==> src/common/bws_pkg.sv <==
// Notes on behaviour
// - Each block element reads memory at the source pointer and writes it to the I/O port held in the port register.
// - Every I/O write carries a full 16-bit port address whatever the addressing configuration.
// - Descending block forms lower the source pointer by 1 per byte or 2 per word after each element.
// - Ascending block forms raise the source pointer by 1 per byte or 2 per word after each element.
// - The counter drops by one per element and repeating forms go on until the decremented counter is zero.
// - Single-step block forms set overflow when the decremented counter is zero and clear it otherwise.
// - A repeating block write takes 11 cycles plus 10 per element.
// - Repeating forms take interrupts between elements and hand back the instruction's start address.
// - Each interrupt taken inside a repeating block write adds 7 cycles.
// - Every I/O write form runs only in the privileged state.
// - The single port write sends the register value, taking 10 cycles indirect or 12 direct, flags untouched.
package bws_pkg;

  localparam int unsigned DATA_W = 16;
  localparam int unsigned IO_ADDR_W = 16;
  localparam int unsigned FIFO_DEPTH = 32;

  localparam logic [3:0] SETUP_CYC = 4'hB;
  localparam logic [3:0] ELEM_CYC = 4'hA;
  localparam logic [3:0] INTR_CYC = 4'h7;
  localparam logic [3:0] OUT_IR_CYC = 4'hA;
  localparam logic [3:0] OUT_DA_CYC = 4'hC;

  localparam logic [15:0] STEP_BYTE = 16'h0001;
  localparam logic [15:0] STEP_WORD = 16'h0002;

  typedef enum logic [2:0] {
    OP_PORT_WRITE = 3'h0,
    OP_PORT_WRITE_DESCENDING_STEP = 3'h1,
    OP_PORT_WRITE_ASCENDING_STEP = 3'h2,
    OP_PORT_WRITE_DESCENDING_REPEAT = 3'h3,
    OP_PORT_WRITE_ASCENDING_REPEAT = 3'h4
  } bws_op_type;

  typedef enum logic [2:0] {
    ST_IDLE = 3'h0,
    ST_SETUP = 3'h1,
    ST_XFER = 3'h3,
    ST_INTR = 3'h2,
    ST_SINGLE = 3'h4
  } bws_state_type;

  typedef struct packed {
    bws_op_type op;
    logic is_byte;
    logic direct;
    logic [15:0] src_ptr;
    logic [IO_ADDR_W-1:0] port_addr;
    logic [15:0] count;
    logic [DATA_W-1:0] reg_data;
    logic [15:0] pc;
  } bws_cmd_type;

  typedef struct packed {
    logic [15:0] src_ptr;
    logic [15:0] count;
    logic v_flag;
    logic v_upd;
    logic suspended;
  } bws_res_type;

  typedef struct packed {
    logic [IO_ADDR_W-1:0] addr;
    logic [DATA_W-1:0] data;
    logic is_byte;
  } bws_io_type;

  function automatic logic bws_is_repeat(input bws_op_type op);
    return (op == OP_PORT_WRITE_DESCENDING_REPEAT) || (op == OP_PORT_WRITE_ASCENDING_REPEAT);
  endfunction : bws_is_repeat

  function automatic logic bws_is_desc(input bws_op_type op);
    return (op == OP_PORT_WRITE_DESCENDING_STEP) || (op == OP_PORT_WRITE_DESCENDING_REPEAT);
  endfunction : bws_is_desc

  function automatic logic [15:0] bws_step(input logic is_byte);
    return is_byte ? STEP_BYTE : STEP_WORD;
  endfunction : bws_step

endpackage : bws_pkg

==> src/verilog/bws_fifo.sv <==
`timescale 1ns/100ps
module bws_fifo
  import bws_pkg::*;
#(
  parameter int unsigned WIDTH = 33,
  parameter int unsigned DEPTH = 32
) (
  // clock and reset
  input wire logic clk_sys,
  input wire logic rst_n,
  // filling side
  input wire logic in_valid,
  output logic in_ready,
  input wire logic [WIDTH-1:0] in_data,
  // draining side
  output logic out_valid,
  input wire logic out_ready,
  output logic [WIDTH-1:0] out_data
);
  localparam int unsigned AW = $clog2(DEPTH);

  logic [WIDTH-1:0] mem_r [DEPTH];
  logic [AW:0] wr_r, wr_nxt, rd_r, rd_nxt;
  logic push, pop;

  assign out_valid = (wr_r != rd_r);
  assign in_ready = (wr_r[AW] == rd_r[AW]) || (wr_r[AW-1:0] != rd_r[AW-1:0]);
  assign out_data = mem_r[rd_r[AW-1:0]];
  assign push = in_valid && in_ready;
  assign pop = out_valid && out_ready;

  always_comb begin
    wr_nxt = push ? wr_r + 1'b1 : wr_r;
    rd_nxt = pop ? rd_r + 1'b1 : rd_r;
  end

  always_ff @(posedge clk_sys or negedge rst_n) begin
    if (!rst_n) begin
      wr_r <= '0;
      rd_r <= '0;
    end else begin
      wr_r <= wr_nxt;
      rd_r <= rd_nxt;
    end
  end

  always_ff @(posedge clk_sys) begin
    if (push) begin
      mem_r[wr_r[AW-1:0]] <= in_data;
    end
  end

endmodule : bws_fifo

==> src/verilog/bws_block_io_write_sequencer.sv <==
`timescale 1ns/100ps
module bws_block_io_write_sequencer
  import bws_pkg::*;
#(
  parameter int unsigned DEPTH = FIFO_DEPTH
) (
  // clock and reset
  input wire logic clk_sys,
  input wire logic rst_n,
  // instruction issue
  input wire logic cmd_valid,
  output logic cmd_ready,
  input wire bws_cmd_type cmd,
  input wire logic privileged,
  // completion
  output logic done,
  output bws_res_type res,
  output logic priv_fault,
  // interrupt handling
  input wire logic irq_req,
  output logic irq_ack,
  output logic [15:0] resume_pc,
  // memory read
  output logic mem_rd,
  output logic [15:0] mem_addr,
  input wire logic [DATA_W-1:0] mem_rdata,
  // i/o write
  output logic io_valid,
  input wire logic io_ready,
  output logic [IO_ADDR_W-1:0] io_addr,
  output logic [DATA_W-1:0] io_data,
  output logic io_byte
);
  logic rst_meta_r, rst_sync_n_r;

  always_ff @(posedge clk_sys or negedge rst_n) begin
    if (!rst_n) begin
      rst_meta_r <= 1'b0;
      rst_sync_n_r <= 1'b0;
    end else begin
      rst_meta_r <= 1'b1;
      rst_sync_n_r <= rst_meta_r;
    end
  end

  bws_state_type st_r, st_nxt;
  logic [3:0] tick_r, tick_nxt;
  logic [15:0] ptr_r, ptr_nxt, cnt_r, cnt_nxt, pc_r, pc_nxt, rpc_r, rpc_nxt, cnt_dec;
  logic [IO_ADDR_W-1:0] port_r, port_nxt;
  logic [DATA_W-1:0] data_r, data_nxt;
  bws_op_type op_r, op_nxt;
  logic byte_r, byte_nxt, direct_r, direct_nxt, pend_r, pend_nxt;
  logic done_r, done_nxt, fault_r, fault_nxt, ack_r, ack_nxt;
  bws_res_type res_r, res_nxt;
  logic fifo_in_ready, fifo_push, elem_end;
  bws_io_type fifo_in_data, fifo_out_data;

  assign cmd_ready = (st_r == ST_IDLE);
  assign fifo_push = pend_r && fifo_in_ready;
  assign fifo_in_data = '{addr: port_r, data: data_r, is_byte: byte_r};
  assign mem_rd = (st_r == ST_XFER) && (tick_r == 4'h0);
  assign mem_addr = ptr_r;
  assign cnt_dec = cnt_r - 16'h0001;
  assign elem_end = (st_r == ST_XFER) && (tick_r == ELEM_CYC - 4'h1) && !(pend_r && !fifo_in_ready);
  assign done = done_r;
  assign res = res_r;
  assign priv_fault = fault_r;
  assign irq_ack = ack_r;
  assign resume_pc = rpc_r;

  always_comb begin
    st_nxt = st_r;
    tick_nxt = tick_r;
    ptr_nxt = ptr_r;
    cnt_nxt = cnt_r;
    port_nxt = port_r;
    data_nxt = data_r;
    byte_nxt = byte_r;
    op_nxt = op_r;
    pc_nxt = pc_r;
    direct_nxt = direct_r;
    pend_nxt = fifo_push ? 1'b0 : pend_r;
    done_nxt = 1'b0;
    fault_nxt = 1'b0;
    ack_nxt = 1'b0;
    res_nxt = res_r;
    rpc_nxt = rpc_r;
    unique case (st_r)
      ST_IDLE: begin
        if (cmd_valid) begin
          if (!privileged) begin
            fault_nxt = 1'b1;
          end else begin
            op_nxt = cmd.op;
            byte_nxt = cmd.is_byte;
            direct_nxt = cmd.direct;
            ptr_nxt = cmd.src_ptr;
            cnt_nxt = cmd.count;
            port_nxt = cmd.port_addr;
            pc_nxt = cmd.pc;
            tick_nxt = 4'h0;
            if (cmd.op == OP_PORT_WRITE) begin
              data_nxt = cmd.reg_data;
              pend_nxt = 1'b1;
              st_nxt = ST_SINGLE;
            end else begin
              st_nxt = ST_SETUP;
            end
          end
        end
      end
      ST_SETUP: begin
        if (tick_r == SETUP_CYC - 4'h1) begin
          tick_nxt = 4'h0;
          st_nxt = ST_XFER;
        end else begin
          tick_nxt = tick_r + 4'h1;
        end
      end
      ST_XFER: begin
        if (tick_r == 4'h1) begin
          data_nxt = byte_r ? {8'h00, mem_rdata[7:0]} : mem_rdata;
          pend_nxt = 1'b1;
        end
        if (elem_end) begin
          ptr_nxt = bws_is_desc(op_r) ? ptr_r - bws_step(byte_r) : ptr_r + bws_step(byte_r);
          cnt_nxt = cnt_dec;
          tick_nxt = 4'h0;
          if (bws_is_repeat(op_r) && (cnt_dec != 16'h0000)) begin
            if (irq_req) begin
              st_nxt = ST_INTR;
              ack_nxt = 1'b1;
              rpc_nxt = pc_r;
            end
          end else begin
            st_nxt = ST_IDLE;
            done_nxt = 1'b1;
            res_nxt = '{src_ptr: ptr_nxt, count: cnt_dec, v_flag: (cnt_dec == 16'h0000),
                        v_upd: 1'b1, suspended: 1'b0};
          end
        end else if (tick_r != ELEM_CYC - 4'h1) begin
          tick_nxt = tick_r + 4'h1;
        end
      end
      ST_INTR: begin
        if (tick_r == INTR_CYC - 4'h1) begin
          st_nxt = ST_IDLE;
          done_nxt = 1'b1;
          res_nxt = '{src_ptr: ptr_r, count: cnt_r, v_flag: 1'b0, v_upd: 1'b0, suspended: 1'b1};
        end else begin
          tick_nxt = tick_r + 4'h1;
        end
      end
      ST_SINGLE: begin
        if ((tick_r == 4'h0) && pend_r && !fifo_in_ready) begin
          tick_nxt = tick_r;
        end else if (tick_r == (direct_r ? OUT_DA_CYC : OUT_IR_CYC) - 4'h1) begin
          st_nxt = ST_IDLE;
          done_nxt = 1'b1;
          res_nxt = '{src_ptr: ptr_r, count: cnt_r, v_flag: 1'b0, v_upd: 1'b0, suspended: 1'b0};
        end else begin
          tick_nxt = tick_r + 4'h1;
        end
      end
      default: begin
        st_nxt = ST_IDLE;
      end
    endcase
  end

  always_ff @(posedge clk_sys or negedge rst_sync_n_r) begin
    if (!rst_sync_n_r) begin
      st_r <= ST_IDLE;
      tick_r <= 4'h0;
      ptr_r <= 16'h0000;
      cnt_r <= 16'h0000;
      port_r <= '0;
      data_r <= '0;
      byte_r <= 1'b0;
      op_r <= OP_PORT_WRITE;
      pc_r <= 16'h0000;
      direct_r <= 1'b0;
      pend_r <= 1'b0;
      done_r <= 1'b0;
      fault_r <= 1'b0;
      ack_r <= 1'b0;
      res_r <= '0;
      rpc_r <= 16'h0000;
    end else begin
      st_r <= st_nxt;
      tick_r <= tick_nxt;
      ptr_r <= ptr_nxt;
      cnt_r <= cnt_nxt;
      port_r <= port_nxt;
      data_r <= data_nxt;
      byte_r <= byte_nxt;
      op_r <= op_nxt;
      pc_r <= pc_nxt;
      direct_r <= direct_nxt;
      pend_r <= pend_nxt;
      done_r <= done_nxt;
      fault_r <= fault_nxt;
      ack_r <= ack_nxt;
      res_r <= res_nxt;
      rpc_r <= rpc_nxt;
    end
  end

  bws_fifo #(
    .WIDTH($bits(bws_io_type)),
    .DEPTH(DEPTH)
  ) u_fifo (
    .clk_sys(clk_sys),
    .rst_n(rst_sync_n_r),
    .in_valid(pend_r),
    .in_ready(fifo_in_ready),
    .in_data(fifo_in_data),
    .out_valid(io_valid),
    .out_ready(io_ready),
    .out_data(fifo_out_data)
  );

  assign io_addr = fifo_out_data.addr;
  assign io_data = fifo_out_data.data;
  assign io_byte = fifo_out_data.is_byte;

  // checks
  logic accept;
  assign accept = cmd_valid && cmd_ready && privileged;
endmodule : bws_block_io_write_sequencer

==> config.mk <==
export PLATFORM = sky130hd
export DESIGN_NAME = bws_block_io_write_sequencer
export DESIGN_NICKNAME = d
export VERILOG_FILES = /design/src/common/bws_pkg.sv /design/src/verilog/bws_fifo.sv /design/src/verilog/bws_block_io_write_sequencer.sv
export SDC_FILE = /design/constraint.sdc
export NUM_CORES = 1
export LEC_CHECK = 0
export ABC_AREA = 0
export BUFFER_PORTS_ARGS = -buffer_cell sky130_fd_sc_hd__buf_2
export CELL_PAD_IN_SITES_DETAIL_PLACEMENT = 0
export CELL_PAD_IN_SITES_GLOBAL_PLACEMENT = 1
export CORE_ASPECT_RATIO = 0.6
export CORE_MARGIN = 10
export CORE_UTILIZATION = 36
export DETAILED_ROUTE_END_ITERATION = 7
export PLACE_DENSITY_LB_ADDON = 0.1
export SLEW_MARGIN = 30
export SYNTH_ARGS = -nofsm -noshare
export SYNTH_HDL_FRONTEND = slang
export SYNTH_SLANG_ARGS = --single-unit
==> constraint.sdc <==
create_clock -name clk_sys -period 6.4 [get_ports clk_sys]
set_input_delay 0.96 -clock clk_sys [delete_from_list [all_inputs] [get_ports clk_sys]]
set_output_delay 0.96 -clock clk_sys [all_outputs]
set_load 0.01 [all_outputs]
# Word level (Yosys, flattened, before mapping)
# Memories as Yosys holds them, arrays and structs flattened.
# Index checks and enable logic that the tools add are counted.
# W data, S select, Z words.
# classes
addsub	7
multipliers	0
div_mod_pow	0
n_lt_le_gt_ge	0
eq_ne	30
n_shift	0
n_mux	64
bitwise_logic	0
n_reduce_logical	29
# op_table
cell	count
$mux W16	12
$mux W35	5
$pmux W35 S3	1
$pmux W16 S2	3
$mux W3	11
$mux W4	8
$pmux W4 S5	1
$mux W1	19
$ne A2 B2 Y1 const B	9
$add A16 B2 Y16	1
$logic_not A16 Y1	1
$reduce_bool A16 Y1	1
$sub A16 B1 Y16 const B	1
$sub A16 B16 Y16	1
$pmux W3 S5	1
$add A6 B1 Y6 const B	2
$eq A3 B2 Y1 const B	3
$logic_and A1 B1 Y1	9
$eq A4 B4 Y1 const B	2
$reduce_and A4 Y1	2
$reduce_and A8 Y1	1
$reduce_and A7 Y1	1
$eq A3 B1 Y1 const B	2
$eq A3 B3 Y1 const B	2
25 further kinds	31
# word_totals
regBits	161
latchBits	0
ram_bits	1056
romBits	0
inputBits	107
output_inout_bits	106
word_cells	155
memories	1
# mem_list
name	words	width	rd	rd_ports_with_merged_regs	write_ports	line_no	source
u_fifo.mem_r	32	33	1	0	1	bws_fifo.sv:22	logic [WIDTH-1:0] mem_r [DEPTH];

# Logic depth before layout (Yosys ltp)
# Gate-level depths: netlist of run 1.
# logic_depth
word_depth	8
ltp_mapped	13
mapped_depth_nobuf	11

# Modules after synthesis
# From an unflattened synthesis of run 1, not the netlist that was laid out.
# hier_totals
hier_cells	2756
area_unflattened_um2	48895.6
# by_module_without_submodules
mod	instances	cells_per_inst	area_per_inst_um2	seq_area_each_um2
bws_fifo	1	1919	41043.1	32010.7
bws_block_io_write_sequencer	1	837	7852.5	3728.6

# Worst setup path before layout of run 1
# OpenSTA, ideal clock, no wires.
# synth_path
path_type	reg2out
startpoint	reg u_fifo.rd_r[0]
endpoint	out io_addr[0]
arrival_time_ns	2.651
required_ns	5.440
slack_ns	2.789
path_stages_with_launch	7
n_path_buf	3
path_cell_list	dfrtp_1 > clkbuf_1 > buf_2 > buf_1 > mux4_2 > mux4_2 > mux2_2
# synth_between
elab_chain_cells	1
# synth_lines
element	line_no	source
start, declared	bws_fifo.sv:23	logic [AW:0] wr_r, wr_nxt, rd_r, rd_nxt;
start signal, assigned	bws_fifo.sv:43	rd_r <= rd_nxt;
$mem_v2 Z32 W33	-	
end, declared	bws_block_io_write_sequencer.sv:30	output logic [IO_ADDR_W-1:0] io_addr,
# Every way passes these cells.

# Worst setup path after layout of run 1
# layout_path
startpoint	reg u_fifo.rd_r[1]
endpoint	out io_addr[4]
# The elaborated chain is that of the path after synthesis.

==> results of run 1 <==
[through the flow]
step | instance area, um^2 | total power [mW]
after global placement | 52200 | 19.4
after global routing | 56300 | 27.6
after floorplan | 48500 | 16.5
after detailed placement | 52300 | 19.5
after CTS | 56200 | 26.6
final | 56300 | 26.2
[metal layers]
layer	track usage	share of wire
met4	0.0341	0.019
met1	0.274	0.48
met3	0.0348	0.053
met2	0.262	0.45
met5	0	0.000096
[worst max-delay path: stages (launching register included)]
cell and delay [ns]:
dfrtp_4 1.00, buf_12 0.37, buf_16 0.43, mux4_2 0.45, mux4_2 0.48, mux2_2 0.32, buf_2 0.15
[sequential cells by signal, indices dropped and copies added, names as in the netlist]
register / cells
op_r: 3
done: 1
mem_addr: 16
tick_r: 4
pend_r: 1
st_r: 3
direct_r: 1
pc_r: 16
rst_sync_n_r: 1
data_r: 16
resume_pc: 16
priv_fault: 1
irq_ack: 1
res: 35
rst_meta_r: 1
u_fifo.rd_r: 6
cnt_r: 16
port_r: 16
u_fifo.mem_r: 1056
u_fifo.wr_r: 6
byte_r: 1
[logic make-up (layout without fill, tap and decap cells)]
group                      Yosys count  after routing
and+or+nand+nor                    328            328
buffers and inverters              147            511
DFF                               1217           1217
other                                1              3
AOI/OAI and AO/OA                  212            212
adders and majority gates           27             27
muxes                              433            433
xor gates and xnor gates            44             44
[power by group]
| part | switching [mW] | internal [mW] | total, mW |
|---|---|---|---|
| Clock | 3.05 | 4.02 | 7.07 |
| Sequential | 1.53 | 10.2 | 11.7 |
| Combinational | 3.87 | 3.61 | 7.48 |
[layout by cell type (no fill, tap or decap), types with 8 or more instances in the layout]
cell          n
a31oi_1      18
nand3_1      14
inv_1        12
o22ai_1       8
nand2b_1     13
buf_4        53
xnor2_1      30
ha_1         26
nor2_4       33
bufinv_16    15
nand2_1     114
buf_12       12
o21ai_1      23
a21oi_1      64
nor3b_1      11
dfrtp_1     125
mux2_2       79
clkbuf_16   120
o21ai_0      43
nor3_1       10
nor2_1       77
mux2_4       14
mux4_2      330
or3_1         9
dfrtp_2      31
clkinv_2     19
xor2_1       14
buf_2       212
edfxtp_1   1056
clkinv_1     28
clkbuf_1     18
mux2i_1      10
[final timing paths]
kind	from	to	slack, ns	cells after the start
worst max-delay path	u_fifo.rd_r[1]	io_addr[4]	1.32	6
worst min-delay path	rst_sync_n_r	pc_r[5]	0.34	0
worst max register to register	u_fifo.rd_r[1]	u_fifo.mem_r[31][16]	1.98	7
worst min register to register	rst_sync_n_r	pc_r[5]	0.34	0
max in group asynchronous	rst_sync_n_r	u_fifo.rd_r[1]	4.63	1
min in group clk_sys	rst_meta_r	rst_sync_n_r	0.36	0
[timing repair]
item,in CTS,in global routing
gates resized for setup,0,0
endpoints found under the hold margin,2,0
hold buffers,1,0
[final cells by class]
cell class	count	area [um^2]
Antenna cell	2	5.00
Fill cell	11807	77700
Clock inverter	77	787
Inverter	12	45.0
Multi-Input combinational cell	1045	12400
Tap cell	1802	2250
Timing Repair Buffer	284	1870
Sequential cell	1217	35800
Clock buffer	138	3070
==> flow_metrics.env, run 1 <==
export IMPL_instances_no_fill=4577
export IMPL_rows=104
export IMPL_tns_ns=0
export IMPL_synth_mux_area_frac=0.178
export IMPL_grtUsageTotal=0.178
export IMPL_cts_max_level=3
export IMPL_p_leak_nw=18.6
export IMPL_p_per_area_nw_per_um2=466
export IMPL_cts_buffers=116
export IMPL_fin_util=0.420
export IMPL_crit_required_ns=5.44
export IMPL_routed_wl_um=136000
export IMPL_skew_ns=0.0274
export IMPL_worstPathArrival_ns=4.12
export IMPL_initial_core_util=0.362
export IMPL_drc=0
export IMPL_clk_latency_ns=0.74
export IMPL_async_flop_share=0.132
export IMPL_whs_ns=0.337
export IMPL_synth_compound_area_share=0.0262
export IMPL_place_congestion=0.775
export IMPL_cp_start_kind="flip-flop"
export IMPL_slew_limit_headroom=0.314
export IMPL_outcome="complete, no violations"
export IMPL_preCtsSetupSlack_ns=1.95
export IMPL_fmax_mhz=197
export IMPL_synth_area_leaders="edfxtp_1, mux4_2, dfrtp_1"
export IMPL_nets=2810
export IMPL_drive_gt1_frac=0.347
export IMPL_synth_area_leader_cell="edfxtp_1"
export IMPL_ant_nets=0
export IMPL_yosysUniqueCellTypes=74
export IMPL_die_y_um=304
export IMPL_antenna_found_initial=7
export IMPL_drtIter0Drc=2352
export IMPL_setup_viol=0
export IMPL_vias_per_cell=5.40
export IMPL_grt_pass1_vias=25253
export IMPL_synthCells=2409
export IMPL_die_w_um=494
export IMPL_grt_start_max_net_pins=147
export IMPL_min_path_type="reg2async"
export IMPL_fin_crit_sh=0.793
export IMPL_slew_violations=0
export IMPL_ys_warn_count=0
export IMPL_cts_sinks=1217
export IMPL_synth_adder_area_share=0.00711
export IMPL_detail_route_wl_per_cell_um=29.7
export IMPL_synth_top_area_share=0.653
export IMPL_vias=24714
export IMPL_final_hold_viol_count=0
export IMPL_synth_nets=2543
export IMPL_cts_tree="done"
export IMPL_postCtsSetupRepairBufs=0
export IMPL_synth_seq_area_share=0.736
export IMPL_ys_seq_elements=1217
export IMPL_clk_pin_slew_ns=0.06
export IMPL_synth_xor_area_frac=0.00794
export IMPL_syn_area_um2=48500
export IMPL_worstPathMaxFanout=100
export IMPL_synth_top_family_by_area="multiplexers"
export IMPL_setup_ws_ns=1.32
export IMPL_worst_ir_drop_vdd_mv=0.363
export IMPL_worst_pin_slew_ns=1.02
export IMPL_avgSynthCellArea_um2=20.1
export IMPL_cts_buffer_depth=3
export IMPL_ys_top_cells_by_count="edfxtp_1, mux4_2, dfrtp_1, nand2_1, nor2_1"
export IMPL_io_pins=213
export IMPL_cap_viol_max_count=0
export IMPL_grt_pass1_wl_um=194000
export IMPL_numPortBuffers=212
export IMPL_overflow=0
export IMPL_core_area_um2=134000
export IMPL_dp_cells=4358
export IMPL_die_area_um2=150000
export IMPL_firstDrtPassIters=7
export IMPL_synth_most_common_cell="edfxtp_1"
export IMPL_crit_type="reg2out"
export IMPL_synthSimpleGateAreaFrac=0.0321
export IMPL_end_kind="output port"
export IMPL_min_period_ns=5.08
export IMPL_ys_flop_type="edfxtp_1"
export IMPL_synth_edff_count=1056
export IMPL_area_delta_synth_final_pct=16.0
export IMPL_cts_root_buf="clkbuf_16"
export IMPL_hpwl_um=79900
export IMPL_rsz0062_at_grt="no"
Note: power is estimated with default switching activity, not from simulation.
==> inputs of run 2 (changes only) <==
==> constraint.sdc (replaced) <==
create_clock -name clk_sys -period 5.1 [get_ports clk_sys]
set_input_delay 0.765 -clock clk_sys [delete_from_list [all_inputs] [get_ports clk_sys]]
set_output_delay 0.765 -clock clk_sys [all_outputs]
set_load 0.01 [all_outputs]
==> run 2 against run 1 <==
Against the previous run: clock power up 22%; power up 25%; critical path type unchanged; non-clock buffer count up 3; clock-buffer cell count up 5; first-iteration DRC count down 13%; sequential power up 24%; sequential share of layout area up 0.10 points.
==> flow_metrics.env, run 2 (same netlist as run 1, synthesis figures left out) <==
export IMPL_critPathMostFrequentCell="mux4_2"
export IMPL_worst_ir_drop_vdd_mv=0.379
export IMPL_finalInstanceArea_um2=56200
export IMPL_worst_r2r_endpoint="res[24]"
export IMPL_slew_violations=0
export IMPL_crit_type="reg2out"
export IMPL_hpwl_um=75100
export IMPL_cts_root_buf="clkbuf_16"
export IMPL_worstPathArrival_ns=3.80
export IMPL_fin_total_pwr_mw=32.7
export IMPL_maxUsedRoutingLayer="met5"
export IMPL_r2r_slack_ns=1.21
export IMPL_area_delta_synth_final_pct=15.8
export IMPL_grtUsageTotal=0.179
export IMPL_core_area_um2=134000
export IMPL_die_w_um=494
export IMPL_worstPathMaxFanout=29
export IMPL_cp_cell_sequence="buf_4 > mux4_2 > mux4_2 > mux2_2 > buf_2"
export IMPL_end_kind="output port"
export IMPL_fin_crit_sh=0.896
export IMPL_ant_nets=0
export IMPL_drc=0
export IMPL_largest_reg_flops=1056
export IMPL_min_period_ns=4.57
export IMPL_hp_start="cmd[12]"
export IMPL_clk_latency_ns=0.74
export IMPL_cts_tree="done"
export IMPL_min_path_type="in2reg"
export IMPL_cap_viol_max_count=0
export IMPL_drtIter0Drc=2038
export IMPL_holdPathStages=2
export IMPL_cts_buffer_depth=3
export IMPL_cts_buffers=115
export IMPL_p_leak_nw=18.6
export IMPL_outcome="complete, no violations"
export IMPL_grt_pass1_vias=25857
export IMPL_fmax_mhz=219
export IMPL_tns_ns=0
export IMPL_antenna_found_initial=2
export IMPL_reg2reg_from="cnt_r[0]"
export IMPL_fillCellCount=11832
export IMPL_cts_sinks=1217
export IMPL_io_pins=213
export IMPL_worstRegToRegCells=9
export IMPL_worst_pin_slew_ns=0.968
export IMPL_instances_no_fill=4578
export IMPL_p_per_area_nw_per_um2=581
export IMPL_final_hold_viol_count=0
export IMPL_grt_start_max_net_pins=123
export IMPL_overflow=0
export IMPL_diodes=0
export IMPL_whs_endpoint="pc_r[12]"
export IMPL_placed_area_um2=52400
export IMPL_cp_slowest_cell="dfrtp_4"
export IMPL_rsz0062_at_grt="no"
export IMPL_place_congestion=0.777
export IMPL_grt_pass1_wl_um=196000
export IMPL_slew_limit_headroom=0.355
export IMPL_mostFrequentLayoutCell="edfxtp_1"
export IMPL_cts_max_level=3
export IMPL_die_area_um2=150000
export IMPL_vias_per_cell=5.43
export IMPL_critPathMaxStageDelay_ns=0.83
export IMPL_crit_buf_inv=2
export IMPL_cp_start_kind="flip-flop"
export IMPL_crit_required_ns=4.34
export IMPL_routed_wl_um=136000
export IMPL_clk_pin_slew_ns=0.07
export IMPL_firstDrtPassIters=5
export IMPL_met1Wirelength_um=67200
export IMPL_critPathTopFamily="multiplexers"
export IMPL_rows=104
export IMPL_setup_viol=0
export IMPL_final_cell_mix="edfxtp_1, mux4_2, buf_2, dfrtp_1, clkbuf_16"
export IMPL_route_met2_wl_um=60600
export IMPL_dp_cells=4361
export IMPL_vias=24857
export IMPL_die_y_um=304
export IMPL_initial_core_util=0.362
export IMPL_nets=2812
export IMPL_drive_gt1_frac=0.345
export IMPL_skew_ns=0.0329
export IMPL_numPortBuffers=212
export IMPL_detail_route_wl_per_cell_um=29.7
export IMPL_wl_met3_um=6180
==> run 2: cell count changes in the layout (fill, tap and decap cells not counted), moves of 3 or more <==
cell       before  now
buf_12         12   22
bufinv_16      15   12
clkinv_2       19   23
clkbuf_1       18   25
buf_16          6    0
==> run 2: area by class of cell <==
class                      count  area, um^2  area share
inverter                      12        45.0    0.000802
tap                         1802        2250      0.0401
sequential                  1217       35800       0.637
clock buffer                 143        3050      0.0542
multi-input combinational   1045       12500       0.222
clock inverter                72         682      0.0121
timing repair buffer         287        1910      0.0340
==> run 2: how the worst max path moves through the flow <==
stage / startpoint / to / slack (ns) / depth (start not counted)
floorplan: rst_sync_n_r / byte_r / 0.28 / 0
global placement: u_fifo.rd_r[0] / io_data[5] / 1.22 / 5
detailed placement: u_fifo.rd_r[0] / io_data[5] / 1.20 / 5
CTS: u_fifo.rd_r[0] / io_data[5] / 0.38 / 5
global route: u_fifo.rd_r[0] / io_data[5] / 0.30 / 5
finish: u_fifo.rd_r[0] / io_data[5] / 0.53 / 5
==> run 2: worst reg2reg max path, stage by stage (launching register included) <==
cell      delay, ns
dfrtp_1        0.47
inv_1          0.17
ha_1           0.37
or4b_1         0.67
o31ai_2        0.38
o311ai_1       0.18
or4_4          0.50
o21a_4         0.44
inv_1          0.25
mux2_2         0.35
==> run 2: where the power goes <==
group	internal (mW)	total (mW)	leakage [nW]	switching (mW)
logic	4.58	9.52	5.35	4.94
registers	12.7	14.5	11.4	1.78
clock network	4.84	8.63	1.82	3.78
==> run 2: through the flow <==
stage	worst slack (ns)	hold WS [ns]	utilization
2_1_floorplan	0.282	0.331	-
6_report	0.533	0.261	0.419
4_1_cts	0.383	0.196	0.419
3_5_place_dp	1.20	0.335	0.391
3_3_place_gp	1.22	0.337	0.391
5_1_grt	0.298	0.219	0.419
==> run 2: layer usage <==
metal	vias to the layer above	GRT usage
li1	10376	-
met1	13703	0.279
met2	616	0.266
met3	160	0.0274
met4	2	0.0328
met5	-	0
==> run 2: timing repair <==
item | CTS | global route
endpoints found under the hold margin | 2 | 0
buffers inserted | 0 | 0
hold buffers | 1 | 0
gates resized for setup | 0 | 0
==> inputs of run 3 (changes only) <==
--- a/config.mk
+++ b/config.mk
@@ -10,7 +10,7 @@
 export CELL_PAD_IN_SITES_DETAIL_PLACEMENT = 0
 export CELL_PAD_IN_SITES_GLOBAL_PLACEMENT = 1
 export CORE_ASPECT_RATIO = 0.6
-export CORE_MARGIN = 10
+export CORE_MARGIN = 1.5
 export CORE_UTILIZATION = 36
 export DETAILED_ROUTE_END_ITERATION = 7
 export PLACE_DENSITY_LB_ADDON = 0.1
==> run 3 against run 2 <==
Against the previous run: maximum frequency rose by 2.6%; die area fell by 8.8%; register-to-register slack improved by 0.15 ns; first-iteration DRC count rose by 5.9%; non-clock buffer count rose by 21; clock-buffer cell count rose by 1; sequential cell count did not move; worst setup slack improved by 0.11 ns.
==> flow_metrics.env, run 3 (same netlist as run 1, synthesis figures left out) <==
export IMPL_hpwl_um=76200
export IMPL_final_cell_mix="edfxtp_1, mux4_2, buf_2, dfrtp_1, clkbuf_16"
export IMPL_cap_viol_max_count=0
export IMPL_cts_tree="done"
export IMPL_power_internal_mw=22.5
export IMPL_dp_cells=4383
export IMPL_min_path_type="in2reg"
export IMPL_drc=0
export IMPL_die_y_um=287
export IMPL_drtIter0Drc=2158
export IMPL_worstPathArrival_ns=3.69
export IMPL_io_pins=213
export IMPL_outcome="complete, no violations"
export IMPL_worst_ir_drop_vdd_mv=0.296
export IMPL_p_leak_nw=18.8
export IMPL_grt_start_max_net_pins=94
export IMPL_grt_pass1_vias=25425
export IMPL_cts_hold_buffers=1
export IMPL_cts_buffers=116
export IMPL_fin_crit_sh=0.873
export IMPL_crit_type="reg2out"
export IMPL_instances_no_fill=4604
export IMPL_final_hold_viol_count=0
export IMPL_clk_latency_ns=0.72
export IMPL_routed_wl_um=129000
export IMPL_nets=2834
export IMPL_worst_pin_slew_ns=1.08
export IMPL_switching_share=0.324
export IMPL_slew_violations=0
export IMPL_skew_ns=0.0239
export IMPL_reg2reg_from="cnt_r[0]"
export IMPL_grt_pass1_wl_um=186000
export IMPL_detail_route_wl_per_cell_um=28.0
export IMPL_postCtsResizedCells=0
export IMPL_seq_power_share=0.433
export IMPL_mostFrequentLayoutCell="edfxtp_1"
export IMPL_rsz0062_at_grt="no"
export IMPL_drive_gt1_frac=0.354
export IMPL_initial_core_util=0.363
export IMPL_cts_sinks=1217
export IMPL_end_kind="output port"
export IMPL_fmax_mhz=225
export IMPL_rows=104
export IMPL_ant_nets=0
export IMPL_p_clk_frac=0.267
export IMPL_clk_pin_slew_ns=0.07
export IMPL_crit_required_ns=4.34
export IMPL_largest_reg_flops=1056
export IMPL_hp_start="cmd[54]"
export IMPL_cts_max_level=3
export IMPL_area_delta_synth_final_pct=16.4
export IMPL_cts_root_buf="clkbuf_16"
export IMPL_p_per_area_nw_per_um2=589
export IMPL_numPortBuffers=212
export IMPL_tns_ns=0
export IMPL_pwr_share_comb=0.300
export IMPL_grtUsageTotal=0.189
export IMPL_core_area_um2=134000
export IMPL_firstDrtPassIters=5
export IMPL_postCtsSetupRepairBufs=0
export IMPL_setup_viol=0
export IMPL_antenna_found_initial=6
export IMPL_whs_ns=0.274
export IMPL_die_area_um2=137000
export IMPL_overflow=0
export IMPL_slew_limit_headroom=0.271
export IMPL_die_w_um=477
export IMPL_vias_per_cell=5.33
export IMPL_cts_buffer_depth=3
export IMPL_switchingPower_mw=10.8
export IMPL_place_congestion=0.770
export IMPL_cp_start_kind="flip-flop"
export IMPL_min_period_ns=4.45
export IMPL_vias=24549
export IMPL_worstPathMaxFanout=30
export IMPL_cp_startpoint="u_fifo.rd_r[3]"
==> run 3: cell count changes in the layout (fill, tap and decap cells not counted), moves of 2 or more <==
| cell | before | now |
|---|---|---|
| clkbuf_1 | 25 | 22 |
| buf_4 | 51 | 72 |
| clkinv_2 | 23 | 27 |
| clkinv_1 | 26 | 15 |
| dfrtp_2 | 29 | 26 |
| dfrtp_1 | 127 | 130 |
| clkinvlp_4 | 3 | 6 |
| diode_2 | 0 | 3 |
| clkinv_4 | 0 | 2 |
| inv_6 | 2 | 4 |
| clkbuf_8 | 0 | 3 |
| bufinv_16 | 12 | 15 |
==> run 3: area by class of cell <==
cell class / instances / area (um^2)
multi-input combinational: 1045 / 12400
inverter: 12 / 45.0
fill: 11718 / 77400
sequential: 1217 / 35800
tap: 1802 / 2250
clock buffer: 144 / 3100
antenna: 3 / 7.51
timing repair buffer: 308 / 2070
clock inverter: 73 / 788
==> run 3: path summary, 6_finish.rpt <==
check                      slack [ns]  depth (start not counted)      endpoint
hold reg to reg                  0.35                          0  rst_sync_n_r
setup reg to reg                 1.36                          9       res[24]
max in group asynchronous        3.54                          1    port_r[10]
min in group asynchronous        0.39                          2  rst_sync_n_r
hold / removal                   0.27                          2     port_r[6]
setup / recovery                 0.65                          5   io_addr[12]
==> run 3: metal layers <==
metal,part of all wire,GRT usage,wire length (um)
met5,0,0,0
met4,0.017,0.0417,2260
met3,0.044,0.0281,5630
met2,0.45,0.286,58600
met1,0.49,0.289,62600
==> run 3: power groups by stage <==
stage / registers (mW) / clock network, mW / logic [mW]
finish: 14.4 / 8.89 / 9.97
global route: 14.6 / 9.52 / 10.8
CTS: 14.5 / 9.14 / 10.2
detailed placement: 14.7 / 0 / 10.2
global placement: 14.5 / 0 / 10.1
floorplan: 13.9 / 0 / 6.73
==> run 3: critical path, cell delays in order, from the launching register on <==
cell     delay (ns)
dfrtp_4        0.68
buf_4          0.57
buf_4          0.69
mux4_2         0.47
mux2_2         0.34
buf_2          0.15
==> run 3: through the flow <==
step	util	power (mW)	instance area [um^2]	worst slack, ns
after CTS	0.422	33.8	56500	0.557
after global routing	0.422	35.0	56500	0.522
final	0.422	33.3	56500	0.646
after detailed placement	0.393	24.9	52600	1.36
after global placement	0.393	24.7	52600	1.39
after floorplan	-	20.7	48500	0.282
